**src/design/dbf_pkg.sv**
```systemverilog
package dbf_pkg;
    // bus geometry (word mode)
    localparam int ADDR_W      = 18;                     // 262,144 words
    localparam int DATA_W      = 16;                     // data lines 0..15
    localparam int BYTE_W      = 8;                      // byte mode lanes 0..7
    // bus cycle timing, ns and derived cycles at 250 MHz
    localparam int CLK_PERIOD_NS = 4;
    localparam int T_ACC_NS      = 70;                   // least access time
    localparam int T_WP_NS       = 35;                   // least write strobe width
    localparam int T_ACC_CYC     = (T_ACC_NS + CLK_PERIOD_NS - 1) / CLK_PERIOD_NS;
    localparam int T_WP_CYC      = (T_WP_NS + CLK_PERIOD_NS - 1) / CLK_PERIOD_NS;
    localparam int CNT_W         = 8;
    // status bit positions in a read word
    localparam int POLL_BIT      = 7;                    // poll_status_bit
    localparam int TOGGLE_BIT    = 6;                    // toggle_status_bit
    // command words written as plain data; values are fixed in this package
    localparam logic [ADDR_W-1:0] UNLOCK_A1 = 18'h00555; // first unlock address
    localparam logic [ADDR_W-1:0] UNLOCK_A2 = 18'h002aa; // second unlock address
    localparam logic [DATA_W-1:0] UNLOCK_D1 = 16'h00aa;
    localparam logic [DATA_W-1:0] UNLOCK_D2 = 16'h0055;
    localparam logic [DATA_W-1:0] PROG_CMD  = 16'h00a0; // program setup word
    // array map: small boot sectors low, uniform code sectors from here up
    localparam logic [ADDR_W-1:0] BANK2_BASE = 18'h10000;
    // top code sector, locked in the far-side model for the refusal test
    localparam logic [ADDR_W-1:0] PROT_BASE  = 18'h38000;

    // user order codes
    typedef enum logic [2:0] {
        DBF_OP_READ   = 3'h0,                            // single array read
        DBF_OP_WRITE  = 3'h1,                            // raw command write cycle
        DBF_OP_PROG   = 3'h2,                            // full four-cycle program
        DBF_OP_SHORT  = 3'h3,                            // two-cycle short program
        DBF_OP_POLL   = 3'h4                             // poll until done
    } dbf_op_t;

    // one user request
    typedef struct packed {
        dbf_op_t             op;
        logic [ADDR_W-1:0]   addr;
        logic [DATA_W-1:0]   data;
    } dbf_req_t;

    // pins driven at the device
    typedef struct packed {
        logic                chip_sel_n;
        logic                wr_strobe_n;
        logic                out_drv_n;
        logic                reset_n;
        logic [ADDR_W-1:0]   addr;
    } dbf_pins_t;
endpackage

```
**src/design/dbf_host_ctrl.sv**
```systemverilog
`timescale 1ns/1ps
// How it works
// reads to other bank go while busy
// two banks: boot sectors, uniform code sectors
// commands are ordinary bus write cycles
// program runs itself after sequence ends
// short program uses two write cycles
// erase runs itself, preprogram then pulses
// completion seen on busy pin or polling
// device returns to array read by itself
// sector erase leaves other sectors intact
// protected sectors refuse program and erase
// suspended erase allows other-sector access
// other-bank reads need no erase suspend
// reset pin aborts and returns to reads
// device sleeps when addresses stay still
// chip select high puts device in standby
// word data on lines 0..15
// strobes only; data bus never contended
// erase by sector, program one word
// wait for completion before next operation
module dbf_host_ctrl #(
    parameter int POLL_LIMIT = 100000                  // polls before timeout
) (
    input  wire logic                       ref_clk,
    input  wire logic                       srst,
    input  wire logic                       req_valid,
    input  wire dbf_pkg::dbf_req_t          req,
    output logic                            req_ready,
    output logic                            rsp_valid,
    output logic [dbf_pkg::DATA_W-1:0]      rsp_data,
    output logic                            rsp_timeout,
    output logic                            bank_busy,
    input  wire logic                       hw_reset_req,
    output dbf_pkg::dbf_pins_t              pins,
    output logic [dbf_pkg::DATA_W-1:0]      data_lines_o,
    output logic                            data_lines_oe_n,
    input  wire logic [dbf_pkg::DATA_W-1:0] data_lines_i,
    input  wire logic                       op_pending_out
);
    import dbf_pkg::*;

    // elaboration check: a poll loop needs at least one read
    if (POLL_LIMIT < 1) begin : g_bad_limit
        $error("POLL_LIMIT must be positive");
    end

    // one-hot sequencer states
    typedef enum logic [6:0] {
        ST_IDLE  = 7'h01,                              // chip deselected, standby
        ST_SETUP = 7'h02,                              // chip selected, strobes high; address loads on exit
        ST_WSTB  = 7'h04,                              // write strobe low
        ST_WREC  = 7'h08,                              // strobe high, recovery
        ST_RSTB  = 7'h10,                              // output drive low, wait access
        ST_RCAP  = 7'h20,                              // sample data
        ST_RST   = 7'h40                               // reset pin held low
    } dbf_st_t;

    dbf_st_t             st_r, st_nxt;
    dbf_req_t            cur_r;                        // active request
    logic [1:0]          step_r;                       // write cycle index in sequence
    logic [CNT_W-1:0]    cnt_r;                        // strobe/access timer
    logic [31:0]         polls_r;                      // poll attempts
    logic [DATA_W-1:0]   last_r;                       // previous poll sample
    logic                have_last_r;
    logic [1:0]          rdy_sync_r;                   // busy pin synchroniser
    logic [DATA_W-1:0]   d_s1_r, d_s2_r;               // data bus synchroniser
    dbf_pins_t           pins_r;
    logic [DATA_W-1:0]   dout_r;
    logic                doe_n_r;
    logic                req_ready_r, rsp_valid_r, rsp_to_r, busy_r;
    logic [DATA_W-1:0]   rsp_data_r;

    // two-stage capture of pin inputs; only stage two is read
    always_ff @(posedge ref_clk) begin
        rdy_sync_r <= {rdy_sync_r[0], op_pending_out};
        d_s1_r     <= data_lines_i;
        d_s2_r     <= d_s1_r;
    end

    wire pending_pin = ~rdy_sync_r[1];                 // busy pin is low while running
    wire timer_done  = (cnt_r == '0);
    // index of the last write cycle in each order
    wire [1:0] last_step = (cur_r.op == DBF_OP_PROG)  ? 2'h3 :
                           (cur_r.op == DBF_OP_SHORT) ? 2'h1 : 2'h0;
    wire is_write_op = (cur_r.op == DBF_OP_WRITE) || (cur_r.op == DBF_OP_PROG) ||
                       (cur_r.op == DBF_OP_SHORT);
    // address/data of the current write step
    wire [ADDR_W-1:0] wr_addr = (cur_r.op == DBF_OP_PROG && step_r == 2'h0) ? UNLOCK_A1 :
                                (cur_r.op == DBF_OP_PROG && step_r == 2'h1) ? UNLOCK_A2 :
                                (cur_r.op == DBF_OP_PROG && step_r == 2'h2) ? UNLOCK_A1 :
                                (cur_r.op == DBF_OP_SHORT && step_r == 2'h0) ? UNLOCK_A1 :
                                cur_r.addr;
    wire [DATA_W-1:0] wr_data = (cur_r.op == DBF_OP_PROG && step_r == 2'h0) ? UNLOCK_D1 :
                                (cur_r.op == DBF_OP_PROG && step_r == 2'h1) ? UNLOCK_D2 :
                                (cur_r.op == DBF_OP_PROG && step_r == 2'h2) ? PROG_CMD :
                                (cur_r.op == DBF_OP_SHORT && step_r == 2'h0) ? PROG_CMD :
                                cur_r.data;
    // done needs both: toggle bit stopped and busy pin released
    wire toggled   = have_last_r && (last_r[TOGGLE_BIT] != d_s2_r[TOGGLE_BIT]);
    wire poll_done = have_last_r && !toggled && !pending_pin;
    wire poll_to   = (polls_r >= 32'(POLL_LIMIT));

    // next state
    always_comb begin
        st_nxt = st_r;
        case (st_r)
            ST_IDLE:  if (hw_reset_req) st_nxt = ST_RST;
                      else if (req_valid) st_nxt = ST_SETUP; // R12 reads go whatever the busy pin says
            ST_SETUP: st_nxt = is_write_op ? ST_WSTB : ST_RSTB;
            ST_WSTB:  if (timer_done) st_nxt = ST_WREC;
            ST_WREC:  if (timer_done) st_nxt = (step_r == last_step) ? ST_IDLE : ST_SETUP;
            ST_RSTB:  if (timer_done) st_nxt = ST_RCAP;
            ST_RCAP:  if (cur_r.op != DBF_OP_POLL || poll_done || poll_to) st_nxt = ST_IDLE;
                      else st_nxt = ST_SETUP;                // each poll is its own read cycle
            ST_RST:   if (timer_done) st_nxt = ST_IDLE;
            default:  st_nxt = ST_IDLE;
        endcase
    end

    // state and timers
    always_ff @(posedge ref_clk) begin
        if (srst) begin
            st_r <= ST_IDLE;
            cnt_r <= '0;
            step_r <= 2'h0;
            cur_r <= '0;
        end else begin
            st_r <= st_nxt;
            if (st_r == ST_IDLE && req_valid && !hw_reset_req) begin
                cur_r  <= req;
                step_r <= 2'h0;
            end
            if (st_r == ST_WREC && timer_done) step_r <= step_r + 2'h1;
            if (st_nxt != st_r || st_r == ST_RCAP)
                cnt_r <= (st_nxt == ST_RSTB) ? CNT_W'(T_ACC_CYC) : CNT_W'(T_WP_CYC);
            else if (!timer_done)
                cnt_r <= cnt_r - CNT_W'(1);
        end
    end

    // poll bookkeeping
    always_ff @(posedge ref_clk) begin
        if (srst || st_r == ST_IDLE) begin
            polls_r <= '0;
            have_last_r <= 1'b0;
            last_r <= '0;
        end else if (st_r == ST_RCAP) begin
            polls_r <= polls_r + 32'h1;
            have_last_r <= 1'b1;
            last_r <= d_s2_r;
        end
    end

    // pin drive; data only while output drive is off
    always_ff @(posedge ref_clk) begin
        if (srst) begin
            pins_r <= '{chip_sel_n: 1'b1, wr_strobe_n: 1'b1, out_drv_n: 1'b1, reset_n: 1'b0, addr: '0};
            dout_r <= '0;
            doe_n_r <= 1'b1;
        end else begin
            pins_r.chip_sel_n  <= (st_nxt == ST_IDLE) || (st_nxt == ST_RST);
            pins_r.wr_strobe_n <= (st_nxt != ST_WSTB);
            pins_r.out_drv_n   <= !(st_nxt == ST_RSTB || st_nxt == ST_RCAP);
            pins_r.reset_n     <= (st_nxt != ST_RST);
            // leaving setup: order and step index are current only from here on
            if (st_r == ST_SETUP)
                pins_r.addr <= is_write_op ? wr_addr : cur_r.addr;
            dout_r  <= wr_data;
            doe_n_r <= !(st_nxt == ST_WSTB || st_nxt == ST_WREC);
        end
    end

    // user answers
    always_ff @(posedge ref_clk) begin
        if (srst) begin
            req_ready_r <= 1'b0;
            rsp_valid_r <= 1'b0;
            rsp_to_r <= 1'b0;
            rsp_data_r <= '0;
            busy_r <= 1'b0;
        end else begin
            req_ready_r <= (st_nxt == ST_IDLE) && !hw_reset_req;
            rsp_valid_r <= (st_r == ST_RCAP && st_nxt == ST_IDLE) ||
                           (st_r == ST_WREC && st_nxt == ST_IDLE);
            rsp_to_r    <= (st_r == ST_RCAP) && poll_to && !poll_done;
            if (st_r == ST_RCAP) rsp_data_r <= d_s2_r;
            busy_r      <= pending_pin;
        end
    end

    assign pins            = pins_r;
    assign data_lines_o    = dout_r;
    assign data_lines_oe_n = doe_n_r;
    assign req_ready       = req_ready_r;
    assign rsp_valid       = rsp_valid_r;
    assign rsp_timeout     = rsp_to_r;
    assign rsp_data        = rsp_data_r;
    assign bank_busy       = busy_r;

    AST_STROBE_EXCL: assert property (@(posedge ref_clk) disable iff (srst)
        !(pins_r.wr_strobe_n == 1'b0 && pins_r.out_drv_n == 1'b0))
        else $error("write strobe and output drive both low");
    AST_NO_CONTEND: assert property (@(posedge ref_clk) disable iff (srst)
        !(doe_n_r == 1'b0 && pins_r.out_drv_n == 1'b0))
        else $error("data bus contended");
    AST_WSTB_CS: assert property (@(posedge ref_clk) disable iff (srst)
        !pins_r.wr_strobe_n |-> !pins_r.chip_sel_n)
        else $error("write strobe without chip select");
    AST_RST_PIN: assert property (@(posedge ref_clk) disable iff (srst)
        (st_r == ST_IDLE && hw_reset_req) |=> !pins_r.reset_n)
        else $error("reset pin not driven");
    AST_STANDBY: assert property (@(posedge ref_clk) disable iff (srst)
        (st_r == ST_IDLE) |-> pins_r.chip_sel_n)
        else $error("chip selected while idle");
    AST_SHORT_PROG: assert property (@(posedge ref_clk) disable iff (srst)
        (st_r == ST_WREC && cur_r.op == DBF_OP_SHORT && step_r == 2'h1 && timer_done) |=> st_r == ST_IDLE)
        else $error("short program not two cycles");
    AST_POLL_END: assert property (@(posedge ref_clk) disable iff (srst)
        (st_r == ST_RCAP && cur_r.op == DBF_OP_POLL && poll_done) |=> rsp_valid_r)
        else $error("poll completion missed");
    AST_BUSY_MIRROR: assert property (@(posedge ref_clk) disable iff (srst)
        $fell(rdy_sync_r[1]) |=> busy_r)
        else $error("busy not reported");
endmodule

```
**config.mk**
```make
export PLATFORM = sky130hd
export DESIGN_NAME = dbf_host_ctrl
export DESIGN_NICKNAME = d
export VERILOG_FILES = /design/src/design/dbf_pkg.sv /design/src/design/dbf_host_ctrl.sv
export SDC_FILE = /design/constraint.sdc
export NUM_CORES = 1
export LEC_CHECK = 0
export BUFFER_PORTS_ARGS = -buffer_cell sky130_fd_sc_hd__buf_2
export CAP_MARGIN = 20
export CORE_MARGIN = 5
export CORE_UTILIZATION = 46
export CTS_BUF_LIST = sky130_fd_sc_hd__clkbuf_16
export DETAILED_ROUTE_END_ITERATION = 10
export PLACE_DENSITY = 0.68
export SLEW_MARGIN = 10
export SYNTH_ARGS = -nofsm -noshare
export SYNTH_HDL_FRONTEND = slang
export SYNTH_SLANG_ARGS = --single-unit
```
**constraint.sdc**
```tcl
create_clock -name ref_clk -period 3.8 [get_ports ref_clk]
set_input_delay 0.38 -clock ref_clk [delete_from_list [all_inputs] [get_ports ref_clk]]
set_output_delay 0.38 -clock ref_clk [all_outputs]
set_load 0.1 [all_outputs]
```
Yosys cells after proc, flatten, opt, wreduce, memory -nomap -nowiden. Index checks and enable logic that the tools add are counted.

$add $sub $neg: 3. $lt $le $gt $ge: 1. Equality and inequality tests: 25. Multiplexer cells: 26. Bitwise logic cells: 1. Reduce and logical (&&, ||, !) cells: 35.

Operators with widths (number): 18-bit 2-to-1 mux (5); 7-bit case mux with 7 select lines (1); 8-bit 2-to-1 mux (6); 7-bit 2-to-1 mux (6); 32-bit by 1-bit adder with 32-bit output, second input constant (1); 32-bit by 17-bit greater-or-equal comparator with 1-bit output, second input constant (1); 1-bit logical AND (15); 7-bit by 1-bit == test with 1-bit output, second input constant (2); 7-bit by 3-bit == test with 1-bit output, second input constant (2); 7-bit by 4-bit == test with 1-bit output, second input constant (2); 7-bit by 5-bit == test with 1-bit output, second input constant (2); 7-bit by 6-bit == test with 1-bit output, second input constant (2); 7-bit == test, second input constant (2); 1-bit logical OR (10); 2-bit 2-to-1 mux (5); 5-bit 2-to-1 mux (2); 8-bit logical NOT (1); 8-bit by 1-bit subtractor with 8-bit output, second input constant (1); 7-bit by 2-bit == test with 1-bit output, second input constant (1); 7-bit by 3-bit != test with 1-bit output, second input constant (1); 7-bit != test (1); 7-bit != test, second input constant (1); 3-bit by 2-bit == test with 1-bit output, second input constant (2); 1-bit logical NOT (5); other kinds (14) (14).

Flip-flop bits (word level): 187. Bits of input ports: 58. Output and inout bits: 59. Logic and storage cells: 117.

Depth between registers and ports, before layout.
Depth in word-level cells: 12. Depth in mapped cells: 9. Gate-level depth less buffers: 7.

Worst setup path before layout. Ideal clock, no wire load.

Path kind: register to register. From: reg cnt_r[0]. To: reg cnt_r[4]. Setup time: 0.136 ns. Arrival time: 2.105 ns. Required time: 3.664 ns. Path slack: 1.560 ns. Cell stages (with the launch flop): 10. Buffers on the path: 2. Period minus slack after synthesis: 2.240 ns. Cells stage by stage: dfxtp_1 -> inv_1 -> ha_1 -> or4b_1 -> or4_1 -> clkbuf_1 -> a31oi_1 -> or2_2 -> clkbuf_1 -> o32ai_1.

Word-level cells in the longest chain between the ends: 6. Elaborated cells between the ends (all ways): 14. Those cells by class: add/sub (1); eq/ne (3); mux (8); reduce/logical (2).

Ends and longest elaborated chain: start, declared (line dbf_host_ctrl.sv:62) `logic [CNT_W-1:0] cnt_r;`; start signal, assigned (line dbf_host_ctrl.sv:136) `cnt_r <= (st_nxt == ST_RSTB) ? CNT_W'(T_ACC_CYC) : CNT_W'(T_WP_CYC);`; start signal, assigned (line dbf_host_ctrl.sv:138) `cnt_r <= cnt_r - CNT_W'(1);`; 8-bit logical NOT (line dbf_host_ctrl.sv:82) `wire timer_done = (cnt_r == '0);`; 7-bit 2-to-1 mux, on equally long branches; 7-bit case mux with 7 select lines (line dbf_host_ctrl.sv:107) `case (st_r)`; 7-bit by 5-bit == test with 1-bit output or 7-bit != test (tied branches) (line dbf_host_ctrl.sv:136, dbf_host_ctrl.sv:135); 5-bit 2-to-1 mux or 1-bit logical OR (tied branches) (line dbf_host_ctrl.sv:136, dbf_host_ctrl.sv:135); 8-bit 2-to-1 mux or 2-bit by 1-bit != test with 1-bit output (tied branches).

Several ways; a longest one is shown, not always the timed one. The select of a mux whose other input is x is not followed. A chain may end at the register's enable or synchronous reset.

Final worst setup path.
From: reg st_r[3]. To: reg polls_r[30].

Word-level cells in the longest chain between the ends: 2. Elaborated cells between the ends (all ways): 3. Those cells by class: eq/ne (2); reduce/logical (1).

Ends and longest elaborated chain: start, declared (line dbf_host_ctrl.sv:59) `dbf_st_t st_r, st_nxt;`; start signal, assigned (line dbf_host_ctrl.sv:129) `st_r <= st_nxt;`; 7-bit by 1-bit == test with 1-bit output (line dbf_host_ctrl.sv:144) `if (srst || st_r == ST_IDLE) begin`; 1-bit logical OR (line dbf_host_ctrl.sv:144); end signal, assigned (line dbf_host_ctrl.sv:149) `polls_r <= polls_r + 32'h1;`; end, declared (line dbf_host_ctrl.sv:63) `logic [31:0] polls_r;`.

Several ways; a longest one is shown, not always the timed one.

==> metrics.yaml <==
post_route_cells_drive_above_1_share_pct: 19.1
postLayoutCoreUtil_pct: 55.6
routed_wl_mm: 14.9
period_needed_ps: 2610
setup_ws_ps: 1190
worstRegToRegCells: 5
finalSetupTns_ps: 0
synth_edf_count: 0
ys_types: 59
yosys-top-cells-area: "dfxtp_1, nand2_1, a21oi_1"
critPathCaptureType: "register"
root_buffer: "clkbuf_16"
whs_ps: 49.1
fp.coreArea_um2: 14400
clockBufferDepth: 2
gp_congestion: 0.847
first_pass_iters: 4
grt_pass1_wl_mm: 24.2
grt.busiest_layer: "met2"
cp.required_ps: 4150
grt_pass1_vias: 4943
cts_hold_buf: 0
die-height_um: 131
synth-seq-cells: 181
path_max_fanout: 14
p_clk_share_pct: 43.1
power_switching_mw: 1.08
avgSynthCellArea_um2: 8.92
synth_seq_area_share_pct: 54.2
dp.cells: 1014
ys_warn_count: 0
place_ws_ps: 1200
p_seq_share_pct: 46.9
reg2reg_slack_ps: 1190
grt_util_met3_pct: 5.33
synth_top_area_cell: "dfxtp_1"
num-fill-cells: 1328
timing.final.crit_share_pct: 68.6
skew_ps: 11.1
overflow: 0
worstSetupStartpointType: "register"
tightestPinTransition_ps: 900
postRouteAntennaNets: 0
clock_latency_ps: 430
clock_sinks: 181
clk_pin_slew_ps: 70
syn_area_um2: 6680
cts_tree: "done"
hp-class: "in2reg"
drv_slew: 0
initial_utilization_pct: 46.5
drt-initial-drc-count: 339
cp_data_arrival_time_ps: 2960
fmax_mhz: 384
die_width_um: 131
syn-num-nets: 814
reg2reg_from: "st_r[3]"
status: "finished clean"
post_drt_wl_per_cell_um: 14.2
ctsResizeCount: 0
async_flop_share_pct: 0
power.leakage_nw: 3.13
nets: 914
synth_top_area_share_pct: 54.2
syn_inst: 749
grt_util_all_layers_pct: 17.8
pwr-share-comb_pct: 10.0
grt_max_degree: 82
r2r_end: "polls_r[30]"
cts_setup_buffers: 0
num_rows: 44
hold_end: "d_s1_r[1]"
dp_hpwl_mm: 9.94
cts_buffers: 17
p_per_area_nw_per_um2: 535
hold_viol_final: 0
antenna_found_initial: 0
fin_cells: 1047
min_from: "data_lines_i[1]"
hold_path_depth: 1
portBuffers: 116
drcViolationCount: 0
synth_flop_cell: "dfxtp_1"
vias_per_cell: 5.19
slew_headroom_pct: 40.0
netSwitchingFraction_pct: 25.2
drv_cap: 0
grtUsageMet2_pct: 27.0
p_int_mw: 3.20
num_io_pins: 117
worstSetupPathType: "reg2reg"
setup_viol: 0
rsz0062_at_grt: "false"
irDropWorstVdd_mv: 0.290
vias: 5430
fp.dieArea_um2: 17000
use_met1_pct: 24.3
h-tree-depth: 4
areaGrowthSynthToFinish_pct: 19.7
-- cell families after synthesis --
family                     count (synthesis)  synth area share, %
xor gates and xnor gates                  20                 2.62
adders and majority gates                  7                 1.31
DFF                                      181                 54.2
and+or+nand+nor                          314                 23.7
AOI/OAI and AO/OA                        168                 14.4
buffers and inverters                     57                 3.48
muxes                                      2                0.318
-- stage by stage --
step | area (um^2) | power, mW
detailed placement | 7370 | 2.48
finish | 8000 | 4.28
floorplan | 6680 | 2.37
global route | 7990 | 4.45
CTS | 7990 | 4.32
global placement | 7370 | 2.48
-- worst max-delay path, stage by stage, from the launching register on --
cell and delay [ps]:
dfxtp_1 370, nor3b_1 490, and4_1 450, nand4_1 440, or4_1 620, a21oi_1 170
-- flip-flops by register name (all words and copies together) (netlist names), 2 cells and up --
| name | cells |
|---|---|
| cur_r | 37 |
| polls_r | 32 |
| pins | 22 |
| d_s1_r | 16 |
| d_s2_r | 16 |
| data_lines_o | 16 |
| rsp_data | 16 |
| cnt_r | 8 |
| st_r | 7 |
| rdy_sync_r | 2 |
| step_r | 2 |
-- metal layers --
layer | share of wire [%] | wire [um]
met1 | 47 | 6950
met2 | 46 | 6790
met3 | 6.4 | 952
met4 | 1.1 | 170
met5 | 0 | 0
-- layout make-up --
| cell class | instances | area [um^2] | share of cell area, % |
|---|---|---|---|
| multi-input combinational | 511 | 2830 | 35.3 |
| timing repair buffer | 123 | 633 | 7.92 |
| antenna | 1 | 2.50 | 0.0313 |
| clock buffer | 17 | 425 | 5.32 |
| clock inverter | 15 | 199 | 2.49 |
| inverter | 15 | 56.3 | 0.704 |
| tap | 184 | 230 | 2.88 |
| sequential | 181 | 3620 | 45.3 |
-- power by group through the flow --
stage               clock, mW  combinational [mW]  sequential, mW
global route             1.97               0.465            2.01
floorplan                   0               0.223            2.15
global placement            0               0.427            2.05
detailed placement          0               0.427            2.05
CTS                      1.88               0.430            2.01
finish                   1.84               0.427            2.01
-- how the worst max path moves through the flow --
stage / start / end / cells after the start
floorplan: cnt_r[0] / cnt_r[4] / 9
global placement: st_r[3] / polls_r[28] / 5
detailed placement: st_r[3] / polls_r[30] / 5
CTS: st_r[3] / polls_r[30] / 5
global route: st_r[3] / polls_r[28] / 5
finish: st_r[3] / polls_r[30] / 5
-- synthesized netlist by cell type, types with 11 or more instances --
cell type / number
or3_1: 13
a21oi_1: 102
inv_1: 15
nand2_1: 146
nand4_1: 12
o21ai_0: 24
xor2_1: 11
nand3_1: 17
dfxtp_1: 181
clkbuf_1: 30
and2_1: 18
nor2_1: 46
-- placed cells by master, fill, tap and decap left out, types with 5 or more instances in the layout --
master       n
clkbuf_16   17
inv_1       17
and3_1       5
o31ai_1      6
and4_1       8
buf_4        7
dfxtp_1    181
or4_1        6
inv_6        5
nand3_1     17
nand4_1     12
a22oi_1      8
nor3_1       8
a21oi_1    102
o21ai_0     24
ha_1         7
nor4_1       7
or3_1       13
xnor2_1      9
xor2_1      11
and2_1      18
buf_2      116
o211ai_1     8
nand2_1    146
nor2_1      46
No activity file was read; power rests on OpenSTA's default activity.
